`config.mk`:
```
export PLATFORM = sky130hd
export DESIGN_NAME = aprs_pin_route_selector
export DESIGN_NICKNAME = d
export VERILOG_FILES = /design/src/aprs_pkg.sv /design/src/aprs_lane_route.sv /design/src/aprs_pin_route_selector.sv
export SDC_FILE = /design/constraint.sdc
export NUM_CORES = 1
export LEC_CHECK = 0
export ABC_AREA = 1
export BUFFER_PORTS_ARGS = -buffer_cell sky130_fd_sc_hd__buf_2
export CAP_MARGIN = 20
export CELL_PAD_IN_SITES_DETAIL_PLACEMENT = 0
export CELL_PAD_IN_SITES_GLOBAL_PLACEMENT = 2
export CORE_MARGIN = 2
export CORE_UTILIZATION = 13
export CTS_CLUSTER_DIAMETER = 80
export DETAILED_ROUTE_END_ITERATION = 6
export PLACE_DENSITY = 0.88
export SLEW_MARGIN = 20
export SYNTH_ARGS = -nofsm -noshare
export SYNTH_HDL_FRONTEND = slang
export SYNTH_SLANG_ARGS = --single-unit
export TNS_END_PERCENT = 50
```
`constraint.sdc`:
```
create_clock -name hclk -period 1.6 [get_ports hclk]
set_clock_uncertainty 0.1 [all_clocks]
set_input_delay 0 -clock hclk [delete_from_list [all_inputs] [get_ports hclk]]
set_output_delay 0 -clock hclk [all_outputs]
set_load 0.005 [all_outputs]
```
`src/aprs_pkg.sv`:
```
// Package for the alternate pin route selector: register map, field positions, carriers.
// Assumes a 32-bit AHB-Lite register bus with one word per register.
package aprs_pkg;

   // Printed offsets are register indices, so the byte address is four times each
   localparam logic [1:0] APRS_IDX_LOGIC_EVENT = 2'h0;
   localparam logic [1:0] APRS_IDX_SERIAL      = 2'h1;
   localparam logic [1:0] APRS_IDX_WAVEFORM    = 2'h2;
   localparam logic [1:0] APRS_IDX_CAPTURE     = 2'h3;
   localparam int         APRS_NUM_REGS        = 4;

   // Address decode: word index in haddr[3:2], rest must be zero
   localparam int          APRS_ADDR_W        = 32;
   localparam logic [31:0] APRS_ADDR_HI_MASK  = 32'hFFFF_FFF0;

   // Writable bits per register; everything else reads zero
   localparam logic [7:0] APRS_MASK_LOGIC_EVENT = 8'h37;
   localparam logic [7:0] APRS_MASK_SERIAL      = 8'h15;
   localparam logic [7:0] APRS_MASK_WAVEFORM    = 8'h3F;
   localparam logic [7:0] APRS_MASK_CAPTURE     = 8'h01;
   localparam logic [7:0] APRS_REG_RESET        = 8'h00;

   // Field positions
   localparam int APRS_BIT_TABLE_ONE_ALT   = 5;
   localparam int APRS_BIT_TABLE_ZERO_ALT  = 4;
   localparam int APRS_BIT_EVENT_TWO_EN    = 2;
   localparam int APRS_BIT_EVENT_ONE_EN    = 1;
   localparam int APRS_BIT_EVENT_ZERO_EN   = 0;
   localparam int APRS_BIT_TWO_WIRE_ALT    = 4;
   localparam int APRS_BIT_SYNC_SERIAL_ALT = 2;
   localparam int APRS_BIT_ASYNC_SERIAL_ALT= 0;
   localparam int APRS_BIT_CAPTURE_ALT     = 0;
   localparam int APRS_WAVE_SPLIT_LO       = 3;

   // AHB encodings
   localparam logic [1:0] APRS_HTRANS_NONSEQ = 2'h2;
   localparam logic [1:0] APRS_HTRANS_SEQ    = 2'h3;
   localparam logic [2:0] APRS_HSIZE_WORD    = 3'h2;

   // Pin counts: 3 event pins, 2 logic tables, 6 wave pins; serial groups of 2 to 4 lines
   localparam int APRS_EVT_N   = 3;
   localparam int APRS_LUT_N   = 2;
   localparam int APRS_WAVE_N  = 6;
   localparam int APRS_TWI_N   = 2;
   localparam int APRS_SPI_N   = 4;
   localparam int APRS_UART_N  = 3;

   // Bus data-phase states
   typedef enum logic [1:0]
   {
      APRS_ST_IDLE  = 2'b01,
      APRS_ST_WRITE = 2'b10
   } aprs_state_t;

   // One peripheral output lane: level and output enable
   typedef struct packed
   {
      logic dout;
      logic oe;
   } aprs_lane_t;

   // Pin pair: default and alternative position of one lane
   typedef struct packed
   {
      aprs_lane_t dflt;
      aprs_lane_t alt;
   } aprs_pin_pair_t;

   // Register contents
   typedef struct packed
   {
      logic [7:0] logic_event_route_ctrl;
      logic [7:0] serial_route_ctrl;
      logic [7:0] waveform_route_ctrl;
      logic [7:0] capture_timer_route_ctrl;
   } aprs_regs_t;

   // Whole state of the bus slave
   typedef struct packed
   {
      aprs_state_t state;
      logic [1:0]  wr_idx;
      logic [31:0] hrdata;
      aprs_regs_t  regs;
   } aprs_slave_state_t;

endpackage : aprs_pkg

```
`src/aprs_lane_route.sv`:
```
// One lane router: steers a peripheral lane onto its default or alternative pin.
// A pin not claimed keeps its general-purpose drive and enable.
`timescale 1ns/100ps
module aprs_lane_route
(
   // Select
   input  wire logic               use_alt,
   // Peripheral lane
   input  wire aprs_pkg::aprs_lane_t periph,
   // General-purpose drive for both pin positions
   input  wire aprs_pkg::aprs_lane_t gpio_dflt,
   input  wire aprs_pkg::aprs_lane_t gpio_alt,
   // Resulting pins
   output aprs_pkg::aprs_pin_pair_t pins
);
   import aprs_pkg::*;

   always_comb
   begin
      // Peripheral claims a pin only while it drives it
      pins.dflt = (!use_alt && periph.oe) ? periph : gpio_dflt;
      pins.alt  = ( use_alt && periph.oe) ? periph : gpio_alt;
   end

endmodule : aprs_lane_route

```
`src/aprs_pin_route_selector.sv`:
```
// Top of the pin route selector: AHB-Lite register slave and pin steering per lane.
// Assumes peripherals give level and enable per lane and gpio gives both pin positions, or the single pin for event outputs.
//
// Operation
// - Control bit 5 of the first register moves logic table one output to its alternative pin.
// - Control bit 4 of the first register moves logic table zero output to its alternative pin.
// - Bits 2 to 0 of the first register enable event output pins two to zero.
// - Bit 4 of the second register moves the two-wire port lines to the alternative pins.
// - Bit 2 of the second register moves the synchronous serial lines to the alternative pins.
// - Bit 0 of the second register moves the asynchronous serial lines to the alternative pins.
// - Bits 5 to 3 of the third register move wave outputs five to three only in split mode.
// - Bits 2 to 0 of the third register move wave outputs two to zero in either mode.
// - Bit 0 of the fourth register moves the capture timer output to its alternative pin.
// - All four registers reset to zero, so routed lanes start on default pins and event output pins start disabled.
// - Any pin not claimed by a routed peripheral keeps general-purpose behaviour.
`timescale 1ns/100ps
module aprs_pin_route_selector
(
   // Clock and reset
   input  wire logic                     hclk,
   input  wire logic                     hresetn,
   input  wire logic                     clk_en,
   // AHB-Lite slave
   input  wire logic                     hsel,
   input  wire logic [31:0]              haddr,
   input  wire logic [1:0]               htrans,
   input  wire logic                     hwrite,
   input  wire logic [2:0]               hsize,
   input  wire logic [31:0]              hwdata,
   input  wire logic                     hready,
   output logic      [31:0]              hrdata,
   output logic                          hreadyout,
   output logic                          hresp,
   // Timer mode from the waveform timer
   input  wire logic                     wave_split_mode,
   // Peripheral lanes
   input  wire aprs_pkg::aprs_lane_t [aprs_pkg::APRS_LUT_N-1:0]  lut_lane,
   input  wire aprs_pkg::aprs_lane_t [aprs_pkg::APRS_EVT_N-1:0]  evt_lane,
   input  wire aprs_pkg::aprs_lane_t [aprs_pkg::APRS_TWI_N-1:0]  twi_lane,
   input  wire aprs_pkg::aprs_lane_t [aprs_pkg::APRS_SPI_N-1:0]  spi_lane,
   input  wire aprs_pkg::aprs_lane_t [aprs_pkg::APRS_UART_N-1:0] uart_lane,
   input  wire aprs_pkg::aprs_lane_t [aprs_pkg::APRS_WAVE_N-1:0] wave_lane,
   input  wire aprs_pkg::aprs_lane_t                             cap_lane,
   // General-purpose drive of the pins
   input  wire aprs_pkg::aprs_lane_t [aprs_pkg::APRS_EVT_N-1:0]  gpio_evt,
   input  wire aprs_pkg::aprs_pin_pair_t [aprs_pkg::APRS_LUT_N-1:0]  gpio_lut,
   input  wire aprs_pkg::aprs_pin_pair_t [aprs_pkg::APRS_TWI_N-1:0]  gpio_twi,
   input  wire aprs_pkg::aprs_pin_pair_t [aprs_pkg::APRS_SPI_N-1:0]  gpio_spi,
   input  wire aprs_pkg::aprs_pin_pair_t [aprs_pkg::APRS_UART_N-1:0] gpio_uart,
   input  wire aprs_pkg::aprs_pin_pair_t [aprs_pkg::APRS_WAVE_N-1:0] gpio_wave,
   input  wire aprs_pkg::aprs_pin_pair_t                             gpio_cap,
   // Pins
   output aprs_pkg::aprs_lane_t     [aprs_pkg::APRS_EVT_N-1:0]  pin_evt,
   output aprs_pkg::aprs_pin_pair_t [aprs_pkg::APRS_LUT_N-1:0]  pin_lut,
   output aprs_pkg::aprs_pin_pair_t [aprs_pkg::APRS_TWI_N-1:0]  pin_twi,
   output aprs_pkg::aprs_pin_pair_t [aprs_pkg::APRS_SPI_N-1:0]  pin_spi,
   output aprs_pkg::aprs_pin_pair_t [aprs_pkg::APRS_UART_N-1:0] pin_uart,
   output aprs_pkg::aprs_pin_pair_t [aprs_pkg::APRS_WAVE_N-1:0] pin_wave,
   output aprs_pkg::aprs_pin_pair_t                             pin_cap,
   // Register view
   output aprs_pkg::aprs_regs_t     route_regs
);
   import aprs_pkg::*;

   aprs_slave_state_t st_ff;
   aprs_slave_state_t nxt_st;

   logic       addr_ok;
   logic       take;
   logic [1:0] a_idx;
   logic [7:0] rd_byte;
   logic [7:0] wr_byte;
   logic [7:0] rd_mask;

   // Legal single word transfer inside the four word window
   assign take    = hsel && hready && (htrans == APRS_HTRANS_NONSEQ || htrans == APRS_HTRANS_SEQ);
   assign addr_ok = ((haddr & APRS_ADDR_HI_MASK) == 32'h0000_0000) && (haddr[1:0] == 2'h0);
   assign a_idx   = haddr[3:2];
   assign wr_byte = hwdata[7:0];

   always_comb
   begin
      case (a_idx)
         APRS_IDX_LOGIC_EVENT: rd_byte = st_ff.regs.logic_event_route_ctrl;
         APRS_IDX_SERIAL:      rd_byte = st_ff.regs.serial_route_ctrl;
         APRS_IDX_WAVEFORM:    rd_byte = st_ff.regs.waveform_route_ctrl;
         APRS_IDX_CAPTURE:     rd_byte = st_ff.regs.capture_timer_route_ctrl;
         default:              rd_byte = 8'h00;
      endcase
      case (a_idx)
         APRS_IDX_LOGIC_EVENT: rd_mask = APRS_MASK_LOGIC_EVENT;
         APRS_IDX_SERIAL:      rd_mask = APRS_MASK_SERIAL;
         APRS_IDX_WAVEFORM:    rd_mask = APRS_MASK_WAVEFORM;
         APRS_IDX_CAPTURE:     rd_mask = APRS_MASK_CAPTURE;
         default:              rd_mask = 8'h00;
      endcase
      // Back to back read of the word being written would otherwise return the stale value
      if (st_ff.state == APRS_ST_WRITE && st_ff.wr_idx == a_idx)
      begin
         rd_byte = wr_byte & rd_mask;
      end
   end

   always_comb
   begin
      nxt_st = st_ff;
      case (st_ff.state)
         APRS_ST_IDLE:
         begin
         end
         APRS_ST_WRITE:
         begin
            // Masked stores drop writes to unused bits
            case (st_ff.wr_idx)
               APRS_IDX_LOGIC_EVENT:
                  nxt_st.regs.logic_event_route_ctrl = wr_byte & APRS_MASK_LOGIC_EVENT;
               APRS_IDX_SERIAL:
                  nxt_st.regs.serial_route_ctrl = wr_byte & APRS_MASK_SERIAL;
               APRS_IDX_WAVEFORM:
                  nxt_st.regs.waveform_route_ctrl = wr_byte & APRS_MASK_WAVEFORM;
               APRS_IDX_CAPTURE:
                  nxt_st.regs.capture_timer_route_ctrl = wr_byte & APRS_MASK_CAPTURE;
               default:
               begin
               end
            endcase
         end
         default:
         begin
         end
      endcase
      nxt_st.state = APRS_ST_IDLE;
      if (take)
      begin
         // Read data is captured in the address phase, so the data phase has no wait
         nxt_st.hrdata = (addr_ok && !hwrite) ? {24'h000000, rd_byte} : 32'h0000_0000;
         nxt_st.wr_idx = a_idx;
         if (hwrite && addr_ok && hsize == APRS_HSIZE_WORD)
         begin
            nxt_st.state = APRS_ST_WRITE;
         end
      end
   end

   always_ff @(posedge hclk or negedge hresetn)
   begin
      if (!hresetn)
      begin
         st_ff.state  <= APRS_ST_IDLE;
         st_ff.wr_idx <= 2'h0;
         st_ff.hrdata <= 32'h0000_0000;
         st_ff.regs   <= {APRS_REG_RESET, APRS_REG_RESET, APRS_REG_RESET, APRS_REG_RESET};
      end
      else if (clk_en)
      begin
         st_ff <= nxt_st;
      end
   end

   // Zero-wait slave, always OKAY
   assign hreadyout  = 1'b1;
   assign hresp      = 1'b0;
   assign hrdata     = st_ff.hrdata;
   assign route_regs = st_ff.regs;

   logic ctl_lut_one_alt;
   logic ctl_lut_zero_alt;
   logic ctl_twi_alt;
   logic ctl_spi_alt;
   logic ctl_uart_alt;
   logic ctl_cap_alt;
   logic [APRS_EVT_N-1:0]  ctl_evt_en;
   logic [APRS_WAVE_N-1:0] ctl_wave_alt;

   assign ctl_lut_one_alt  = st_ff.regs.logic_event_route_ctrl[APRS_BIT_TABLE_ONE_ALT];
   assign ctl_lut_zero_alt = st_ff.regs.logic_event_route_ctrl[APRS_BIT_TABLE_ZERO_ALT];
   assign ctl_evt_en  = st_ff.regs.logic_event_route_ctrl[APRS_EVT_N-1:0];
   assign ctl_twi_alt  = st_ff.regs.serial_route_ctrl[APRS_BIT_TWO_WIRE_ALT];
   assign ctl_spi_alt  = st_ff.regs.serial_route_ctrl[APRS_BIT_SYNC_SERIAL_ALT];
   assign ctl_uart_alt = st_ff.regs.serial_route_ctrl[APRS_BIT_ASYNC_SERIAL_ALT];
   assign ctl_cap_alt  = st_ff.regs.capture_timer_route_ctrl[APRS_BIT_CAPTURE_ALT];

   // Upper wave bits only count in split mode; lower ones always
   assign ctl_wave_alt[APRS_WAVE_N-1:APRS_WAVE_SPLIT_LO] =
      st_ff.regs.waveform_route_ctrl[APRS_WAVE_N-1:APRS_WAVE_SPLIT_LO]
      & {3{wave_split_mode}};
   assign ctl_wave_alt[APRS_WAVE_SPLIT_LO-1:0] =
      st_ff.regs.waveform_route_ctrl[APRS_WAVE_SPLIT_LO-1:0];

   // Disabled event pins stay with general-purpose logic
   genvar gi;
   generate
      for (gi = 0; gi < APRS_EVT_N; gi++)
      begin : g_evt
         assign pin_evt[gi] = (ctl_evt_en[gi] && evt_lane[gi].oe) ? evt_lane[gi] : gpio_evt[gi];
      end
      for (gi = 0; gi < APRS_LUT_N; gi++)
      begin : g_lut
         aprs_lane_route u_lut
         (
            .use_alt   ((gi == 1) ? ctl_lut_one_alt : ctl_lut_zero_alt),
            .periph    (lut_lane[gi]),
            .gpio_dflt (gpio_lut[gi].dflt),
            .gpio_alt  (gpio_lut[gi].alt),
            .pins      (pin_lut[gi])
         );
      end
      for (gi = 0; gi < APRS_TWI_N; gi++)
      begin : g_twi
         aprs_lane_route u_twi
         (
            .use_alt   (ctl_twi_alt),
            .periph    (twi_lane[gi]),
            .gpio_dflt (gpio_twi[gi].dflt),
            .gpio_alt  (gpio_twi[gi].alt),
            .pins      (pin_twi[gi])
         );
      end
      for (gi = 0; gi < APRS_SPI_N; gi++)
      begin : g_spi
         aprs_lane_route u_spi
         (
            .use_alt   (ctl_spi_alt),
            .periph    (spi_lane[gi]),
            .gpio_dflt (gpio_spi[gi].dflt),
            .gpio_alt  (gpio_spi[gi].alt),
            .pins      (pin_spi[gi])
         );
      end
      for (gi = 0; gi < APRS_UART_N; gi++)
      begin : g_uart
         aprs_lane_route u_uart
         (
            .use_alt   (ctl_uart_alt),
            .periph    (uart_lane[gi]),
            .gpio_dflt (gpio_uart[gi].dflt),
            .gpio_alt  (gpio_uart[gi].alt),
            .pins      (pin_uart[gi])
         );
      end
      for (gi = 0; gi < APRS_WAVE_N; gi++)
      begin : g_wave
         aprs_lane_route u_wave
         (
            .use_alt   (ctl_wave_alt[gi]),
            .periph    (wave_lane[gi]),
            .gpio_dflt (gpio_wave[gi].dflt),
            .gpio_alt  (gpio_wave[gi].alt),
            .pins      (pin_wave[gi])
         );
      end
   endgenerate

   aprs_lane_route u_cap
   (
      .use_alt   (ctl_cap_alt),
      .periph    (cap_lane),
      .gpio_dflt (gpio_cap.dflt),
      .gpio_alt  (gpio_cap.alt),
      .pins      (pin_cap)
   );

   // Checks
   property p_reg_masked;
      @(posedge hclk) disable iff (!hresetn)
      ((st_ff.regs.logic_event_route_ctrl & ~APRS_MASK_LOGIC_EVENT) == 8'h00)
      && ((st_ff.regs.serial_route_ctrl & ~APRS_MASK_SERIAL) == 8'h00)
      && ((st_ff.regs.capture_timer_route_ctrl & ~APRS_MASK_CAPTURE) == 8'h00);
   endproperty
   a_reg_masked: assert property (p_reg_masked) else $error("unused bit set");

   property p_write_lands;
      @(posedge hclk) disable iff (!hresetn)
      (clk_en && take && hwrite && addr_ok && hsize == APRS_HSIZE_WORD
       && a_idx == APRS_IDX_SERIAL) ##1 clk_en |=>
      st_ff.regs.serial_route_ctrl == ($past(hwdata[7:0]) & APRS_MASK_SERIAL);
   endproperty
   a_write_lands: assert property (p_write_lands) else $error("serial write lost");

   property p_wave_hi_normal;
      @(posedge hclk) disable iff (!hresetn)
      !wave_split_mode && wave_lane[5].oe |-> pin_wave[5].dflt == wave_lane[5];
   endproperty
   a_wave_hi_normal: assert property (p_wave_hi_normal) else $error("wave5 moved");

   property p_wave_lo_alt;
      @(posedge hclk) disable iff (!hresetn)
      st_ff.regs.waveform_route_ctrl[0] && wave_lane[0].oe |-> pin_wave[0].alt == wave_lane[0];
   endproperty
   a_wave_lo_alt: assert property (p_wave_lo_alt) else $error("wave0 not moved");

   property p_lut_one;
      @(posedge hclk) disable iff (!hresetn)
      st_ff.regs.logic_event_route_ctrl[5] && lut_lane[1].oe |-> pin_lut[1].alt == lut_lane[1];
   endproperty
   a_lut_one: assert property (p_lut_one) else $error("table one not moved");

   property p_lut_zero;
      @(posedge hclk) disable iff (!hresetn)
      !st_ff.regs.logic_event_route_ctrl[4] |-> pin_lut[0].alt == gpio_lut[0].alt;
   endproperty
   a_lut_zero: assert property (p_lut_zero) else $error("table zero claimed alt");

   property p_evt_off;
      @(posedge hclk) disable iff (!hresetn)
      !st_ff.regs.logic_event_route_ctrl[2] |-> pin_evt[2] == gpio_evt[2];
   endproperty
   a_evt_off: assert property (p_evt_off) else $error("event pin two driven");

   property p_cap_alt;
      @(posedge hclk) disable iff (!hresetn)
      st_ff.regs.capture_timer_route_ctrl[0] |-> pin_cap.dflt == gpio_cap.dflt;
   endproperty
   a_cap_alt: assert property (p_cap_alt) else $error("capture default claimed");

   property p_reset_zero;
      @(posedge hclk)
      $rose(hresetn) |-> st_ff.regs == 32'h0000_0000;
   endproperty
   a_reset_zero: assert property (p_reset_zero) else $error("registers not zero");

   property p_twi_alt;
      @(posedge hclk) disable iff (!hresetn)
      st_ff.regs.serial_route_ctrl[4] && twi_lane[0].oe |-> pin_twi[0].alt == twi_lane[0];
   endproperty
   a_twi_alt: assert property (p_twi_alt) else $error("two-wire not moved");

   property p_spi_dflt;
      @(posedge hclk) disable iff (!hresetn)
      !st_ff.regs.serial_route_ctrl[2] && spi_lane[3].oe |-> pin_spi[3].dflt == spi_lane[3];
   endproperty
   a_spi_dflt: assert property (p_spi_dflt) else $error("sync serial left default");

   property p_uart_alt;
      @(posedge hclk) disable iff (!hresetn)
      st_ff.regs.serial_route_ctrl[0] && uart_lane[2].oe |-> pin_uart[2].alt == uart_lane[2];
   endproperty
   a_uart_alt: assert property (p_uart_alt) else $error("async serial not moved");

   property p_cap_idle;
      @(posedge hclk) disable iff (!hresetn)
      !cap_lane.oe |-> pin_cap == gpio_cap;
   endproperty
   a_cap_idle: assert property (p_cap_idle) else $error("idle capture lane claimed a pin");

endmodule : aprs_pin_route_selector

```
==> results.yml <==
status:
  outcome: "finished clean"
clocking:
  cts_tree: "yes"
  cts_root_buf: "clkbuf_16"
  path_clk_slew_ns: 0.07
  numCtsBuffers: 3
  cts_buffer_depth: 2
  cts-htree-levels: 1
  cts.sinks: 25
  cts_setup_buffers: 0
  clk_latency_ns: 0.25
route:
  via_count: 3536
  drc: 0
  ant_nets: 0
  vias_per_cell: 3.50
  dr.pass1.iters: 4
  first_iter_violations: 85
  wl_per_cell_um: 10.9
  wirelength_um: 11000
critical_path:
  cp-start-kind: "register"
  required_ns: 1.65
  slowest_delay_ns: 0.53
  crit_type: "register to register"
  critical_path_arrival_ns: 1.51
  cp-end-kind: "register"
  crit_chain: "inv_1, nand3_1, nor2_1, nand2_2, mux2_2"
  critical_path.slowest_cell: "dfstp_2"
  cp_max_fo: 4
final_layout:
  seq_area_um2: 627
  drive_gt1_share_pct: 40.0
  fill_cells: 2479
  multiInputGateArea_um2: 1510
  final_area_um2: 4330
  insertedDiodeCount: 0
  nNetsFinal: 932
  syn2layout_area_growth_pct: 53.6
grt:
  grt_use_total_pct: 8.78
  grt_pass1_vias: 3130
  antenna_found_initial: 0
  grt_pass1_wl_um: 15500
  grt_max_degree: 26
  grt-ovfl-total: 0
sta:
  worst_slew_margin_rel_pct: 60.4
  rsz0062_at_grt: "no"
  setup_viol: 0
  slew_violations: 0
  fin_crit_ns: 1.45
  hold_viol: 0
  max_freq_mhz: 688
  tightest_slew_ns: 0.594
  finalCritPeriodShare_pct: 90.9
  fin_setup_tns_ns: 0
synthesis:
  syn_area_um2: 2820
  yosysSeqAreaShare_pct: 22.2
  syn_inst: 479
  syn_area_per_cell_um2: 5.89
  ys_types: 27
  ys_ff_latch: 25
  yosysWarnings: 0
pwr:
  peakVddDrop_v: 0.000334
  leakage_nw: 2.68
  p_per_area_nw_per_um2: 441
run:
  max_cap_viol_count: 0
hold_path:
  min_path_type: "primary input to register"
die:
  die_height_um: 151
  start_util_pct: 13.3
  row_count: 53
  core_um2: 21200
  ios: 340
  dieArea_um2: 22900
  die_w_um: 151
place:
  placed_cell_area_um2: 4160
  io_buffers: 267
  gp_routability_congestion: 0.714
  hpwlAfterDp_um: 9840
cells by family after synthesis:
| family | share of synthesized area (%) |
|---|---|
| buf+inv | 30.4 |
| flops | 22.2 |
| mux | 1.60 |
| xor+xnor | 0.577 |
| compound gates | 11.9 |
| simple gates | 33.0 |
| other cells | 0.266 |
final timing paths:
check | start | endpoint | slack (ns) | cells past startpoint
worst max-delay path | st_ff[66]$_DFFE_PN1P_ | route_regs[25]$_DFFE_PN0P_ | 0.15 | 5
worst min register to register | hrdata[1]$_DFFE_PN0P_ | hrdata[1]$_DFFE_PN0P_ | 0.39 | 2
min in group asynchronous | hresetn | hrdata[3]$_DFFE_PN0P_ | 0.18 | 2
worst min-delay path | hwrite | hrdata[2]$_DFFE_PN0P_ | 0.03 | 4
max in group asynchronous | hresetn | route_regs[24]$_DFFE_PN0P_ | 0.82 | 2
worst max register to register | st_ff[66]$_DFFE_PN1P_ | route_regs[25]$_DFFE_PN0P_ | 0.15 | 5
layer usage:
layer  wire [um]  share of wire, %  GRT usage, %  up-vias
li1            -                 -             -     1854
met1        4360                40          10.2     1476
met2        5630                51          17.2      197
met3         862               7.8         0.723        9
met4         132               1.2          1.87        0
met5           0                 0             0        -
state kept, by name (all words and copies together) (netlist names):
| name | flops |
|---|---|
| route_regs | 15 |
| hrdata | 6 |
| st_ff | 4 |
per-stage QoR:
step	power, mW	hold WS [ns]	cells	util (%)	setup WS [ns]
2_1_floorplan	1.04	-0.396	522	-	0.220
3_3_place_gp	1.35	-0.0490	998	19.7	0.181
3_5_place_dp	1.35	-0.0539	998	19.7	0.159
4_1_cts	1.93	0.0307	1010	20.4	0.00989
5_1_grt	2.06	0.0580	1010	20.5	0.0318
6_report	1.91	0.0309	1010	20.5	0.146
worst max-delay path: cells and delay by family (launching register included):
kind / cells / cell delay [ns]
DFF: 1 / 0.53
and+or+nand+nor: 3 / 0.35
muxes: 1 / 0.33
buffers and inverters: 1 / 0.05
where the power goes:
group | switching [mW] | internal, mW | leakage [nW]
Clock | 0.219 | 0.341 | 0.0382
Sequential | 0.0210 | 0.649 | 0.286
Combinational | 0.347 | 0.336 | 2.36
Total | 0.586 | 1.33 | 2.68
layout make-up:
type	count	share of cell area, %
clock buffers	4	1.82
inverters	85	7.48
multi-input cells	342	34.9
flip-flops and latches	25	14.5
well taps	275	7.94
repair buffers	279	33.4
cells in the final DEF (no fill, tap or decap):
cell type,synthesis,final
dfrtp_1,24,24
nor3_1,3,1
inv_1,83,83
nor3_2,0,2
buf_2,0,267
nand2_4,1,1
conb_1,2,45
nor2_2,2,2
a21oi_1,4,4
dlygate4sd3_1,0,8
nand2_1,168,168
clkinv_1,1,1
clkbuf_16,0,3
o21ai_2,0,1
o21ai_1,0,1
nand2_2,3,3
nand4_1,4,4
clkbuf_1,0,1
o21bai_2,1,1
o21bai_1,1,1
buf_4,68,4
nor2_4,2,2
nand3_1,15,15
o21ai_0,55,53
nor2_1,28,28
inv_6,1,1
a22oi_1,2,2
or2_1,1,1
nand3_2,1,1
xnor2_2,1,1
mux2_2,4,4
dfstp_2,1,1
o21a_1,1,1
cells in the mapped netlist:
master | instances | area (um2)
nand2_1 | 168 | 631
a22oi_1 | 2 | 15.0
or2_1 | 1 | 6.26
nand3_2 | 1 | 10.0
nor2_4 | 2 | 22.5
buf_6 | 2 | 22.5
o21bai_1 | 1 | 7.51
inv_6 | 1 | 8.76
nor3_1 | 3 | 15.0
a21oi_1 | 4 | 20.0
inv_1 | 83 | 312
nor2_1 | 28 | 105
nand2_2 | 3 | 18.8
o21a_1 | 1 | 7.51
xnor2_2 | 1 | 16.3
o21ai_0 | 55 | 275
nand3_1 | 15 | 75.1
mux2_2 | 4 | 45.0
nor2_2 | 2 | 12.5
dfstp_2 | 1 | 26.3
nand4_1 | 4 | 25.0
clkinv_1 | 1 | 3.75
nand2_4 | 1 | 11.3
conb_1 | 2 | 7.51
dfrtp_1 | 24 | 601
buf_4 | 68 | 510
o21bai_2 | 1 | 11.3
repair_timing:
action	CTS	global route
endpoints found under the setup margin	0	7
hold buffers	8	0
resized for setup	0	5
hold endpoints to repair	40	0
Note: power is estimated with default switching activity, not from simulation.
